==> src/core/udc_defs.svh <==
`ifndef UDC_DEFS_SVH
`define UDC_DEFS_SVH

// register byte offsets on the apb window
`define UDC_OFF_GEN_CTRL 8'h00
`define UDC_OFF_DP_CTRL_HI 8'h04
`define UDC_OFF_DP_ADDR_LO 8'h08
`define UDC_OFF_PAD_DRIVE 8'h0C
`define UDC_OFF_DEV_CTRL 8'h10
`define UDC_OFF_DEV_FLAGS 8'h14
`define UDC_OFF_EP_RESET 8'h18
`define UDC_OFF_EP_SELECT 8'h1C
`define UDC_OFF_EP_CONFIG 8'h20
`define UDC_OFF_EP_DATA 8'h24
`define UDC_OFF_EP_BASE 8'h28

// field positions
`define UDC_BIT_MACRO_EN 7
`define UDC_BIT_FREEZE 5
`define UDC_BIT_DP_ACCESS 7
`define UDC_BIT_DETACH 0
`define UDC_BIT_SUSPEND 0
`define UDC_BIT_WAKEUP 1
`define UDC_BIT_CFG_OK 7

// reset values
`define UDC_RST_FREEZE 1'b1
`define UDC_RST_DETACH 1'b1
`define UDC_RST_BYTE 8'h00

// memory geometry
`define UDC_DPRAM_BYTES 176
`define UDC_EP_COUNT 5
`define UDC_EP_MIN_BYTES 9'h008
`define UDC_FIRST_DUAL_EP 3

`endif

==> src/core/udc_pkg.sv <==
package udc_pkg;

	// controller power state, gray along off -> active -> suspend
	typedef enum logic [1:0] {
		UDC_ST_OFF = 2'b00,
		UDC_ST_ACTIVE = 2'b01,
		UDC_ST_SUSPEND = 2'b11
	} udc_state_t;

	// pad direct drive modes
	typedef enum logic [1:0] {
		UDC_DRV_NORMAL = 2'b00,
		UDC_DRV_RESERVED = 2'b01,
		UDC_DRV_USB = 2'b10,
		UDC_DRV_PS2 = 2'b11
	} udc_drive_mode_t;

	// endpoint configuration word, low bits of the config register
	typedef struct packed {
		logic dual_bank;
		logic [1:0] size_code;
		logic memory_a;
		logic enable;
	} udc_ep_cfg_t;

	// software pad drive towards the pad ring
	typedef struct packed {
		logic ps2_levels;
		logic dplus_oe;
		logic dplus_out;
		logic dminus_oe;
		logic dminus_out;
	} udc_pad_drive_t;

endpackage

==> src/core/udc_core_ctrl.sv <==
// Summary of operation
// - disabling endpoint keeps its memory reservation
// - freeing memory slides only next endpoint down
// - larger reallocation slides next endpoint, overlap allowed
// - endpoint zero data survives other endpoint changes
// - same-size reallocation leaves higher endpoints unmoved
// - config ok set despite memory overlap
// - suspend idles pad, wakeup reactivates pad
// - detach holds pad idle until cleared
// - pad writes need enable, reads always work
// - macro enable bit seven enables, clear resets
// - freeze bit five gates clocks, reserved zero
// - direct access bit reads dpram at address
// - low direct address byte, read write, zero
// - drive select: normal, reserved, usb, ps2
// - drive value bits set dplus and dminus
// - bits three to zero show pin levels
// - reset: clock frozen, detached, banks cleared
// - pullup connects once detach is cleared
// - idle low power after reset without pll
// - five endpoints, up to 64 bytes, dual on 3-4
// - endpoint reset clears banks and pointers
// - eleven bit address writable while held in reset
// - endpoint reset keeps toggle, config and enable
`timescale 1ns/10ps
`default_nettype none
`include "udc_defs.svh"

module udc_core_ctrl (
	input wire logic pclk,
	input wire logic presetn,
	input wire logic psel,
	input wire logic penable,
	input wire logic pwrite,
	input wire logic [7:0] paddr,
	input wire logic [31:0] pwdata,
	output logic [31:0] prdata,
	output logic pready,
	output logic pslverr,
	input wire logic bus_suspend_seen,
	input wire logic bus_activity_seen,
	input wire logic dplus_in,
	input wire logic dminus_in,
	input wire logic ps2_clock_in,
	input wire logic ps2_data_in,
	output udc_pkg::udc_pad_drive_t pad_drive,
	output logic pad_low_power,
	output logic transceiver_enable,
	output logic dplus_pullup,
	output logic usb_clock_run,
	output logic [4:0] ep_soft_reset
);
	import udc_pkg::*;

	// software visible state
	logic usb_macro_enable; // controller enable
	logic freeze_usb_clock; // clock gate request
	logic dpram_direct_access; // data port reads raw dpram
	logic [10:0] dpram_direct_address; // full direct address
	logic [1:0] pad_direct_drive_select; // drive mode
	logic [1:0] pad_direct_drive_value; // dplus, dminus levels
	logic detach; // pullup off while set
	logic suspend_flag; // bus suspend seen
	logic wakeup_flag; // bus activity seen
	logic [2:0] ep_select; // endpoint the ports address
	udc_ep_cfg_t ep_cfg [`UDC_EP_COUNT]; // per endpoint config
	logic [8:0] ep_base [`UDC_EP_COUNT]; // region start in dpram
	logic [8:0] next_base [`UDC_EP_COUNT]; // allocator result
	logic [6:0] ep_ptr [`UDC_EP_COUNT]; // fifo byte pointer
	logic [7:0] dpram [`UDC_DPRAM_BYTES]; // endpoint memory
	udc_state_t state; // power state
	logic [31:0] rd_q; // read data flop
	logic err_q; // unmapped flag for the access phase

	// bus decode
	logic wr_done; // write takes effect this edge
	logic rd_setup; // read setup cycle, data is fetched
	logic rd_done; // read completes this edge
	logic mapped; // address hits a register
	logic cfg_wr; // endpoint config write accepted
	logic sel_ok; // selected endpoint exists
	udc_ep_cfg_t cfg_w; // config as written
	logic [10:0] fifo_addr; // selected endpoint fifo address
	logic [7:0] direct_byte; // byte at the direct address, for checking

	assign wr_done = psel && penable && pwrite;
	assign rd_setup = psel && !penable && !pwrite;
	assign rd_done = psel && penable && !pwrite;
	assign sel_ok = ep_select < 3'(`UDC_EP_COUNT);
	assign cfg_wr = wr_done && paddr == `UDC_OFF_EP_CONFIG && usb_macro_enable && sel_ok;
	// dual bank is only kept on the ping-pong capable endpoints
	assign cfg_w = '{dual_bank: pwdata[4] && ep_select >= 3'(`UDC_FIRST_DUAL_EP),
		size_code: pwdata[3:2], memory_a: pwdata[1], enable: pwdata[0]};

	// bytes a configured endpoint occupies, banks counted
	function automatic logic [8:0] ep_bytes(input udc_ep_cfg_t c);
		logic [8:0] s;
		s = `UDC_EP_MIN_BYTES << c.size_code;
		ep_bytes = c.dual_bank ? 9'(s << 1) : s;
	endfunction

	// out of range addresses read as zero instead of wrapping
	function automatic logic [7:0] mem_rd(input logic [10:0] a);
		mem_rd = (a < 11'(`UDC_DPRAM_BYTES)) ? dpram[a[7:0]] : `UDC_RST_BYTE;
	endfunction

	always_comb begin
		mapped = 1'b1;
		case (paddr)
			`UDC_OFF_GEN_CTRL, `UDC_OFF_DP_CTRL_HI, `UDC_OFF_DP_ADDR_LO,
			`UDC_OFF_PAD_DRIVE, `UDC_OFF_DEV_CTRL, `UDC_OFF_DEV_FLAGS,
			`UDC_OFF_EP_RESET, `UDC_OFF_EP_SELECT, `UDC_OFF_EP_CONFIG,
			`UDC_OFF_EP_DATA, `UDC_OFF_EP_BASE: mapped = 1'b1;
			default: mapped = 1'b0;
		endcase
	end

	assign fifo_addr = 11'(ep_base[ep_select] + 9'(ep_ptr[ep_select]));
	assign direct_byte = mem_rd(dpram_direct_address);

	// zero wait state slave, handshake is combinational
	assign pready = psel && penable;
	assign pslverr = psel && penable && err_q;
	assign prdata = rd_q;

	// general control, writable even while the macro is disabled
	always_ff @(posedge pclk or negedge presetn) begin
		if (!presetn) begin
			usb_macro_enable <= 1'b0;
			freeze_usb_clock <= `UDC_RST_FREEZE;
		end else if (wr_done && paddr == `UDC_OFF_GEN_CTRL) begin
			usb_macro_enable <= pwdata[`UDC_BIT_MACRO_EN];
			freeze_usb_clock <= pwdata[`UDC_BIT_FREEZE];
		end
	end

	// direct dpram addressing survives macro reset
	always_ff @(posedge pclk or negedge presetn) begin
		if (!presetn) begin
			dpram_direct_access <= 1'b0;
			dpram_direct_address <= 11'h000;
		end else if (wr_done && paddr == `UDC_OFF_DP_CTRL_HI) begin
			dpram_direct_access <= pwdata[`UDC_BIT_DP_ACCESS];
			dpram_direct_address[10:8] <= pwdata[2:0];
		end else if (wr_done && paddr == `UDC_OFF_DP_ADDR_LO) begin
			dpram_direct_address[7:0] <= pwdata[7:0];
		end
	end

	// pad drive fields, ignored while the controller is off
	always_ff @(posedge pclk or negedge presetn) begin
		if (!presetn) begin
			pad_direct_drive_select <= UDC_DRV_NORMAL;
			pad_direct_drive_value <= 2'b00;
		end else if (wr_done && paddr == `UDC_OFF_PAD_DRIVE && usb_macro_enable) begin
			pad_direct_drive_select <= pwdata[7:6];
			pad_direct_drive_value <= pwdata[5:4];
		end
	end

	// detach, forced back on by a macro reset
	always_ff @(posedge pclk or negedge presetn) begin
		if (!presetn) begin
			detach <= `UDC_RST_DETACH;
		end else if (!usb_macro_enable) begin
			detach <= `UDC_RST_DETACH;
		end else if (wr_done && paddr == `UDC_OFF_DEV_CTRL) begin
			detach <= pwdata[`UDC_BIT_DETACH];
		end
	end

	// bus event flags; a new event beats a same-cycle clear
	always_ff @(posedge pclk or negedge presetn) begin
		if (!presetn) begin
			suspend_flag <= 1'b0;
			wakeup_flag <= 1'b0;
		end else if (!usb_macro_enable) begin
			suspend_flag <= 1'b0;
			wakeup_flag <= 1'b0;
		end else begin
			// suspend timing needs the running clock, wakeup does not
			if (bus_suspend_seen && !freeze_usb_clock) begin
				suspend_flag <= 1'b1;
			end else if (bus_activity_seen) begin
				suspend_flag <= 1'b0;
			end else if (wr_done && paddr == `UDC_OFF_DEV_FLAGS && pwdata[`UDC_BIT_SUSPEND]) begin
				suspend_flag <= 1'b0;
			end
			if (bus_activity_seen) begin
				wakeup_flag <= 1'b1;
			end else if (bus_suspend_seen && !freeze_usb_clock) begin
				wakeup_flag <= 1'b0;
			end else if (wr_done && paddr == `UDC_OFF_DEV_FLAGS && pwdata[`UDC_BIT_WAKEUP]) begin
				wakeup_flag <= 1'b0;
			end
		end
	end

	// power state follows enable and suspend
	always_ff @(posedge pclk or negedge presetn) begin
		if (!presetn) begin
			state <= UDC_ST_OFF;
		end else begin
			case (state)
				UDC_ST_OFF: state <= usb_macro_enable ? UDC_ST_ACTIVE : UDC_ST_OFF;
				UDC_ST_ACTIVE: begin
					if (!usb_macro_enable) begin
						state <= UDC_ST_OFF;
					end else if (suspend_flag) begin
						state <= UDC_ST_SUSPEND;
					end
				end
				UDC_ST_SUSPEND: begin
					if (!usb_macro_enable) begin
						state <= UDC_ST_OFF;
					end else if (!suspend_flag) begin
						state <= UDC_ST_ACTIVE;
					end
				end
				default: state <= UDC_ST_OFF;
			endcase
		end
	end

	// endpoint select register
	always_ff @(posedge pclk or negedge presetn) begin
		if (!presetn) begin
			ep_select <= 3'h0;
		end else if (wr_done && paddr == `UDC_OFF_EP_SELECT) begin
			ep_select <= pwdata[2:0];
		end
	end

	// allocator: lower neighbour fixes the start, only the next one slides
	always_comb begin
		logic [8:0] lower_end;
		logic found;
		int k;
		lower_end = 9'h000;
		found = 1'b0;
		k = int'(ep_select);
		next_base = ep_base;
		if (cfg_wr && cfg_w.memory_a && !ep_cfg[ep_select].memory_a) begin
			for (int i = 0; i < `UDC_EP_COUNT; i++) begin
				if (i < k && ep_cfg[i].memory_a) begin
					lower_end = 9'(ep_base[i] + ep_bytes(ep_cfg[i]));
				end
			end
			next_base[ep_select] = lower_end;
			for (int i = 0; i < `UDC_EP_COUNT; i++) begin
				if (i > k && ep_cfg[i].memory_a && !found) begin
					next_base[i] = 9'(lower_end + ep_bytes(cfg_w));
					found = 1'b1;
				end
			end
		end else if (cfg_wr && !cfg_w.memory_a && ep_cfg[ep_select].memory_a) begin
			for (int i = 0; i < `UDC_EP_COUNT; i++) begin
				if (i > k && ep_cfg[i].memory_a && !found) begin
					next_base[i] = ep_base[ep_select];
					found = 1'b1;
				end
			end
		end
	end

	// endpoint config and region bases, cleared by a macro reset
	always_ff @(posedge pclk or negedge presetn) begin
		if (!presetn) begin
			for (int i = 0; i < `UDC_EP_COUNT; i++) begin
				ep_cfg[i] <= '0;
				ep_base[i] <= 9'h000;
			end
		end else if (!usb_macro_enable) begin
			for (int i = 0; i < `UDC_EP_COUNT; i++) begin
				ep_cfg[i] <= '0;
				ep_base[i] <= 9'h000;
			end
		end else begin
			ep_base <= next_base;
			if (cfg_wr) begin
				// clearing enable alone leaves memory_a and the base alone
				ep_cfg[ep_select] <= cfg_w;
			end
		end
	end

	// endpoint reset strobes, one cycle, bits read back as zero
	always_ff @(posedge pclk or negedge presetn) begin
		if (!presetn) begin
			ep_soft_reset <= 5'h00;
		end else if (wr_done && paddr == `UDC_OFF_EP_RESET && usb_macro_enable) begin
			ep_soft_reset <= pwdata[4:0];
		end else begin
			ep_soft_reset <= 5'h00;
		end
	end

	// fifo pointers: reset by endpoint reset, disable or region change
	always_ff @(posedge pclk or negedge presetn) begin
		if (!presetn) begin
			for (int i = 0; i < `UDC_EP_COUNT; i++) begin
				ep_ptr[i] <= 7'h00;
			end
		end else begin
			for (int i = 0; i < `UDC_EP_COUNT; i++) begin
				if (!usb_macro_enable || ep_soft_reset[i] || !ep_cfg[i].enable) begin
					ep_ptr[i] <= 7'h00;
				end else if (next_base[i] != ep_base[i]) begin
					ep_ptr[i] <= 7'h00;
				end else if (i == int'(ep_select) && paddr == `UDC_OFF_EP_DATA &&
					psel && penable && !dpram_direct_access) begin
					// wraps at the region size, both banks counted, so the region never spills over
					ep_ptr[i] <= (9'(ep_ptr[i]) + 9'h001 == ep_bytes(ep_cfg[i])) ?
						7'h00 : 7'(ep_ptr[i] + 7'h01);
				end
			end
		end
	end

	// dpram has no reset, contents survive a macro reset
	always_ff @(posedge pclk) begin
		if (wr_done && paddr == `UDC_OFF_EP_DATA) begin
			if (dpram_direct_access && dpram_direct_address < 11'(`UDC_DPRAM_BYTES)) begin
				dpram[dpram_direct_address[7:0]] <= pwdata[7:0];
			end else if (!dpram_direct_access && usb_macro_enable && sel_ok &&
				ep_cfg[ep_select].enable && fifo_addr < 11'(`UDC_DPRAM_BYTES)) begin
				dpram[fifo_addr[7:0]] <= pwdata[7:0];
			end
		end
	end

	// read data is fetched in the setup cycle and held for the access phase
	always_ff @(posedge pclk or negedge presetn) begin
		if (!presetn) begin
			rd_q <= 32'h0000_0000;
			err_q <= 1'b0;
		end else if (psel && !penable) begin
			err_q <= !mapped;
			rd_q <= 32'h0000_0000;
			if (rd_setup) begin
				case (paddr)
					`UDC_OFF_GEN_CTRL: rd_q[7:0] <= {usb_macro_enable, 1'b0,
						freeze_usb_clock, 5'b00000};
					`UDC_OFF_DP_CTRL_HI: rd_q[7:0] <= {dpram_direct_access, 4'h0,
						dpram_direct_address[10:8]};
					`UDC_OFF_DP_ADDR_LO: rd_q[7:0] <= dpram_direct_address[7:0];
					`UDC_OFF_PAD_DRIVE: rd_q[7:0] <= {pad_direct_drive_select,
						pad_direct_drive_value, ps2_clock_in, ps2_data_in,
						dplus_in, dminus_in};
					`UDC_OFF_DEV_CTRL: rd_q[0] <= detach;
					`UDC_OFF_DEV_FLAGS: rd_q[1:0] <= {wakeup_flag, suspend_flag};
					`UDC_OFF_EP_SELECT: rd_q[2:0] <= ep_select;
					`UDC_OFF_EP_CONFIG: begin
						if (sel_ok) begin
							rd_q[4:0] <= ep_cfg[ep_select];
							rd_q[`UDC_BIT_CFG_OK] <= ep_cfg[ep_select].memory_a;
						end
					end
					`UDC_OFF_EP_DATA: rd_q[7:0] <= dpram_direct_access ?
						mem_rd(dpram_direct_address) : mem_rd(fifo_addr);
					`UDC_OFF_EP_BASE: rd_q[8:0] <= sel_ok ? ep_base[ep_select] : 9'h000;
					default: rd_q <= 32'h0000_0000;
				endcase
			end
		end
	end

	// pad and clock controls
	assign usb_clock_run = usb_macro_enable && !freeze_usb_clock;
	assign transceiver_enable = usb_macro_enable;
	assign dplus_pullup = usb_macro_enable && !detach;
	assign pad_low_power = detach || state != UDC_ST_ACTIVE;
	always_comb begin
		pad_drive = '0;
		if (usb_macro_enable && pad_direct_drive_select[1]) begin
			pad_drive.ps2_levels = pad_direct_drive_select == UDC_DRV_PS2;
			pad_drive.dplus_oe = 1'b1;
			pad_drive.dminus_oe = 1'b1;
			pad_drive.dplus_out = pad_direct_drive_value[1];
			pad_drive.dminus_out = pad_direct_drive_value[0];
		end
	end
endmodule
`default_nettype wire

==> config.mk <==
export PLATFORM = sky130hd
export DESIGN_NAME = udc_core_ctrl
export DESIGN_NICKNAME = d
export VERILOG_FILES = /design/src/core/udc_pkg.sv /design/src/core/udc_core_ctrl.sv
export VERILOG_INCLUDE_DIRS = /design/src /design/src/core
export SDC_FILE = /design/constraint.sdc
export NUM_CORES = 2
export LEC_CHECK = 0
export BUFFER_PORTS_ARGS = -buffer_cell sky130_fd_sc_hd__buf_4
export CORE_MARGIN = 10
export CORE_UTILIZATION = 50
export CTS_CLUSTER_SIZE = 25
export DETAILED_ROUTE_END_ITERATION = 6
export PLACE_DENSITY_LB_ADDON = 0.08
export SYNTH_ARGS = -nofsm -noshare
export SYNTH_HDL_FRONTEND = slang
export SYNTH_SLANG_ARGS = --single-unit
==> constraint.sdc <==
create_clock -name pclk -period 6.3 [get_ports pclk]
set_input_delay 0.315 -clock pclk [delete_from_list [all_inputs] [get_ports pclk]]
set_output_delay 0.315 -clock pclk [all_outputs]
set_load 0.005 [all_outputs]
### Word level (Yosys, flattened, before mapping)

Memory sizes are Yosys's and may differ from the RTL's.
Cells that the tools add are included.

| word-level totals | value |
|---|---|
| register bits after elaboration | 169 |
| bits in writable memories | 1408 |
| bits of input ports | 51 |
| output and inout bits | 48 |
| word-level logic and storage cells | 352 |
| memories | 1 |

Memory list:

| name | words | bits a word | rd ports | clocked after Yosys merged registers in | wr ports | line | source |
|---|---|---|---|---|---|---|---|
| dpram | 176 | 8 | 2 | 0 | 1 | udc_core_ctrl.sv:70 | `` logic [7:0] dpram [`UDC_DPRAM_BYTES]; `` |

| cells by class | value |
|---|---|
| add/sub/neg operators | 17 |
| $lt $le $gt $ge | 15 |
| equality and inequality tests | 34 |
| shift-type cells | 6 |
| muxes and demuxes | 118 |
| bitwise logic cells | 2 |
| reductions and logical operators | 114 |

Operators with widths:

| operator | number |
|---|---|
| $mux 9 | 26 |
| $mux 7 | 22 |
| $mux 36 | 2 |
| $logic_and 1x1->1 | 71 |
| $add 9x9->9 | 6 |
| $shl 4x2->9 const A | 6 |
| $mux 25 | 2 |
| $bwmux 45 | 1 |
| $eq 8x9->1 | 5 |
| $mux 45 | 1 |
| $ne 9x9->1 | 5 |
| $add 7x1->8 const B | 5 |
| $mux 8 | 5 |
| $mux 1 | 36 |
| $add 7x1->7 const B | 5 |
| $eq 8x5->1 const B | 4 |
| $mux 5 | 6 |
| $bmux 9 s3 | 1 |
| $demux 9 s3 | 1 |
| $bwmux 25 | 1 |
| $eq 8x6->1 const B | 3 |
| $bmux 7 s3 | 1 |
| $logic_not 1->1 | 20 |
| $pmux 2 s5 | 2 |
| other kinds (39) | 69 |

### Logic depth before layout (Yosys ltp)

| depth | value |
|---|---|
| word-level depth | 27 |
| depth in mapped cells | 25 |

### Worst setup path before layout

No wires, ideal clock.

| timing | value |
|---|---|
| path type | flip-flop to flip-flop |
| from | register ep_select[0] |
| to | memory dpram[66][0] (enable) |
| library setup time | 370 ps |
| arrival | 6111 ps |
| slack | -181 ps |
| stages on the path, launching flop included | 22 |
| clock period less this slack | 6481 ps |
| cell sequence | dfrtp_1 -> buf_2 -> buf_6 -> buf_4 -> buf_4 -> buf_4 -> buf_2 -> buf_1 -> mux4_2 -> a22o_1 -> ha_1 -> fa_1 -> clkbuf_1 -> clkbuf_1 -> clkbuf_1 -> clkbuf_1 -> clkbuf_1 -> nor2b_1 -> mux2i_1 -> or2_2 -> clkbuf_1 -> nor2_1 |

| between the ends | value |
|---|---|
| longest elaborated chain between the ends | 13 |
| elaborated cells between the ends (all ways) | 23 |
| classes of those cells | add/sub (1); order compare (2); mux (15); bitwise (1); reduce/logical (4) |

RTL lines:

| element | line | source |
|---|---|---|
| from (decl) | udc_core_ctrl.sv:65 | `logic [2:0] ep_select;` |
| from (signal assigned) | udc_core_ctrl.sv:230 | `ep_select <= pwdata[2:0];` |
| $not 3->4 (implied by the code) | udc_core_ctrl.sv:118, udc_core_ctrl.sv:326 |  |
| $bmux 9 s3 / $bmux 7 s3 (equally long branches) | udc_core_ctrl.sv:118 | `assign fifo_addr = 11'(ep_base[ep_select] + 9'(ep_ptr[ep_select]));` |
| $mux 9 (implied by the code) / $mux 7 (equally long branches) (2 in series) | udc_core_ctrl.sv:118 |  |
| $add 9x7->10 | udc_core_ctrl.sv:118 |  |
| $lt 10x8->1 | udc_core_ctrl.sv:326 | `` ep_cfg[ep_select].enable && fifo_addr < 11'(`UDC_DPRAM_BYTES)) begin `` |
| $logic_and 1x1->1 | udc_core_ctrl.sv:325 | `end else if (!dpram_direct_access && usb_macro_enable && sel_ok &&` |
| $mux 1 | udc_core_ctrl.sv:325 |  |
| $mux 1 | udc_core_ctrl.sv:323 | `` if (dpram_direct_access && dpram_direct_address < 11'(`UDC_DPRAM_BYTES)) begin `` |
| $mux 1 | udc_core_ctrl.sv:322 | `` if (wr_done && paddr == `UDC_OFF_EP_DATA) begin `` |
| $mux 1 (implied by the code) | udc_core_ctrl.sv:327 | `dpram[fifo_addr[7:0]] <= pwdata[7:0];` |
| $reduce_or 8->1 (no line) | n/a |  |
| $mux 8 (no line) / $mux 1 (equally long branches) | n/a |  |
| to (decl) | udc_core_ctrl.sv:70 |  |

Parallel ways exist; a longest one is shown, timed or not. The select of a mux whose other input is x is not followed.

### Final worst setup path

| timing | value |
|---|---|
| from | register ep_select[0] |
| to | memory dpram[20][2] (enable) |

The elaborated chain is that of the path after synthesis.

==> reports/results.tsv <==
stage	metric	value	unit
floorplanning	die_area	176000	µm²
finish	multi_input_area	32200	µm²
setup_path	crit_type	reg -> reg	
clock_network	clock-sinks	1554	
setup_path	cp_data_required_time	6720	ps
setup_path	worstPathCellList	buf_4 -> buf_4 -> a21oi_1 -> o21ai_0 -> a22oi_1 -> inv_1 -> fa_4 -> a211oi_1 -> o21ai_0 -> a221o_2 -> nand2_1 -> o2bb2ai_1 -> and3_2 -> buf_4 -> nor4_1 -> a21oi_4 -> nor2_1	
detailed_routing	drc_errors	1	
timing	rsz0062_at_grt	yes	
synthesis	synth_ff_type	edfxtp_1	
detailed_routing	drtPass1Iterations	7	
synthesis	syn_area	79800	µm²
timing	max_freq	162	MHz
detailed_routing	drt_iter0_drc	8072	
placed_design	gp_congestion	0.976	
finish	fillCellCount	12500	
setup_path	path_buf_inv	4	
pwr	p_per_area	241	nW/µm²
synthesis	synth_top_area_share	53.0	%
floorplanning	fp-row-count	146	
pwr	peakVddDrop	0.251	mV
global_routing	grt_pass1_vias	53800	
finish	drive_gt1_share	28.5	%
detailed_routing	totalWireLength	290000	µm
synthesis	yosysTopAreaCell	edfxtp_1	
synthesis	synthCells	5307	
floorplanning	die_x	420	µm
timing	worst_pin_slew	1280	ps
finish	area_growth	14.2	%
timing	whs	67.5	ps
synthesis	ys_async_sr_fraction	9.40	%
global_routing	grt-ovfl-total	0	
floorplanning	start_util	50.3	%
timing	setup_violations	0	
placed_design	dp_hpwl	199000	µm
detailed_routing	ant_nets	0	
synthesis	ys_ff_latch	1554	
timing	period_share	98.2	%
timing	hold_viol_final	0	
synthesis	synth_area_leaders	edfxtp_1 53%, mux4_2 20%, dfrtp_1 4.5%	
setup_path	crit_family	compound AO/OA/AOI/OAI gates	
detailed_routing	dr_total_vias	55200	
global_routing	grt_max_degree	181	
floorplanning	chipHeight	420	µm
detailed_routing	viasPerCell	7.06	
synthesis	yosysUniqueCellTypes	101	
timing	skew	55.3	ps
outcome	violations	design-rule violations	
clock_network	tritoncts	built	
setup_path	cp_max_fo	22	
synthesis	synth_edf_count	1408	
setup_path	cpMostUsedCell	buf_4	
setup_path	cp_data_arrival_time	6600	ps
flow_run	maxCapViolations	0	
clock_network	clk_latency	820	ps
clock_network	clockBufferDepth	3	
finish	final_nets	5717	
clock_network	cts_root_buffer	clkbuf_16	
setup_path	start_kind	flip-flop	
clock_network	numCtsBuffers	168	
synthesis	synth_area_per_cell	15.0	µm²
outcome	outcome	finished, violations left	
clock_network	clk_pin_slew	60	ps
setup_path	cp_slowest_cell	nor2_1	
global_routing	grtUsageTotal	32.6	%
global_routing	antenna_found_initial	11	
placed_design	portBuffers	51	
clock_network	post-cts-setup-buffers	0	
pwr	p_leak	29.4	nW
floorplanning	io_pins	99	
timing	final_max_slew_viol_count	0	
clock_network	htree_levels	4	
setup_path	end_kind	flip-flop	
floorplanning	core_region_area	159000	µm²
detailed_routing	routedWlPerCell	37.0	µm
min_path	hp-class	in -> reg	
setup_path	slowest_delay	850	ps
global_routing	grt_pass1_wl	408000	µm
timing	fin_crit	6190	ps
finish	utilization	57.5	%
synthesis	yosysWarnings	0	
synthesis	ys_seq_area_share	57.6	%
finish	seq_area	46000	µm²
timing	slew_headroom	14.2	%
==> area by class of cell <==
class	instances	area share, %
Multi-Input combinational cell	3317	35.4
Tap cell	2072	2.84
Timing Repair Buffer	529	5.07
Inverter	44	0.184
Antenna cell	5	0.0137
Sequential cell	1554	50.4
Clock buffer	198	4.76
Clock inverter	107	1.37
==> synthesized netlist by cell type, drive strengths merged, types with 35 or more instances <==
cell       n
edfxtp  1408
mux4     708
nand2    479
nor2     360
clkbuf   229
buf      185
a21oi    168
nand3    158
dfrtp    144
mux2i    138
o21ai    118
nor3     106
a22oi     62
and3      61
a31oi     57
ha        45
mux2      45
a221oi    44
and2      40
inv       40
a211oi    38
xor2      38
xnor2     37
nand2b    36
a21boi    35
==> cells by family after synthesis <==
logic type	count (synthesis)	synth area share, %
other	1	0.00470
muxes	891	22.3
xor gates and xnor gates	75	0.823
and+or+nand+nor	1418	8.27
adders and majority gates	52	0.881
DFF	1554	57.6
buffers and inverters	458	2.48
AOI/OAI and AO/OA	858	7.64
==> worst paths after layout <==
kind,endpoint,start,slack (ps),cells after the start
worst min register to register,err_q,err_q,480,2
min in group asynchronous,state[0],presetn,240,2
worst min-delay path,ep_cfg[4],pwdata[4],70,4
max in group asynchronous,ep_ptr[21],presetn,4550,3
worst max-delay path,dpram[20][2],ep_select[0],110,17
worst max register to register,dpram[20][2],ep_select[0],110,17
==> registers in the layout (all words and copies together), names as in the netlist <==
| name | flops |
|---|---|
| dpram | 1408 |
| ep_base | 45 |
| ep_ptr | 35 |
| ep_cfg | 25 |
| dpram_direct_address | 11 |
| prdata | 9 |
| ep_soft_reset | 5 |
| ep_select | 3 |
| pad_direct_drive_select | 2 |
| pad_direct_drive_value | 2 |
| state | 2 |
| detach | 1 |
| dpram_direct_access | 1 |
| err_q | 1 |
| freeze_usb_clock | 1 |
| suspend_flag | 1 |
| transceiver_enable | 1 |
| wakeup_flag | 1 |
==> through the flow <==
| step | cells | TNS [ps] | worst slack [ps] | total power [mW] | cell area, µm² |
|---|---|---|---|---|---|
| global route | 7821 | -1810 | -91.0 | 22.5 | 91200 |
| CTS | 7821 | 0 | 8.45 | 22.0 | 91100 |
| global placement | 7505 | 0 | 65.6 | 12.1 | 85400 |
| floorplan | 5329 | 0 | 40.4 | 11.7 | 79900 |
| finish | 7826 | 0 | 113 | 22.0 | 91200 |
| detailed placement | 7506 | 0 | 49.8 | 12.1 | 85400 |
==> placed cells by master (no fill, tap or decap), types with 20 or more instances in the layout <==
master / netlist / routed
nand2_1: 478 / 478
buf_4: 35 / 462
mux2i_1: 138 / 137
mux2_2: 45 / 45
a31oi_1: 55 / 53
o22ai_1: 29 / 29
nand2b_1: 36 / 36
nand3_1: 158 / 158
clkinv_2: 0 / 32
and2_1: 36 / 36
a221oi_1: 43 / 42
bufinv_16: 0 / 20
a211oi_1: 36 / 36
clkbuf_16: 0 / 168
and3_1: 61 / 60
nor3_1: 106 / 102
o21a_1: 25 / 25
conb_1: 1 / 23
xor2_1: 38 / 36
or2_2: 24 / 23
o211ai_1: 23 / 23
nand4_1: 33 / 33
inv_1: 38 / 38
a22oi_1: 62 / 61
a21oi_1: 165 / 163
clkbuf_1: 229 / 28
edfxtp_1: 1408 / 1408
ha_1: 45 / 44
clkinv_1: 4 / 33
nor2_1: 354 / 335
dfrtp_1: 144 / 137
a21boi_0: 34 / 34
xnor2_1: 37 / 35
o21ai_0: 110 / 110
nor2b_1: 30 / 30
a22o_1: 27 / 27
a311oi_1: 21 / 21
mux4_2: 708 / 708
buf_12: 0 / 47
==> where the power goes <==
part	internal, mW	total [mW]	switching [mW]
Combinational	0.167	0.612	0.446
Sequential	11.2	11.3	0.0116
Clock	5.78	10.1	4.31
Total	17.2	22.0	4.77
==> worst reg2reg max path, delay by kind of cell (launching register included) <==
family,cells,cell delay [ps]
buffers and inverters,4,950
DFF,1,500
and+or+nand+nor,4,1860
adders and majority gates,1,500
AOI/OAI and AO/OA,8,1970
==> what timing repair did <==
action | CTS | global route
endpoints found under the hold margin | 172 | 0
resized for setup | 0 | 14
hold buffers | 10 | 0
endpoints found under the setup margin | 0 | 119
==> layer usage <==
metal	GRT usage [%]	wire (µm)	vias to the layer above
li1	-	-	22200
met2	49.8	131000	3554
met5	0	16	-
met1	43.8	110000	28700
met4	15.5	16400	2
met3	8.37	32400	740
Power figures use the tool's default switching activity.
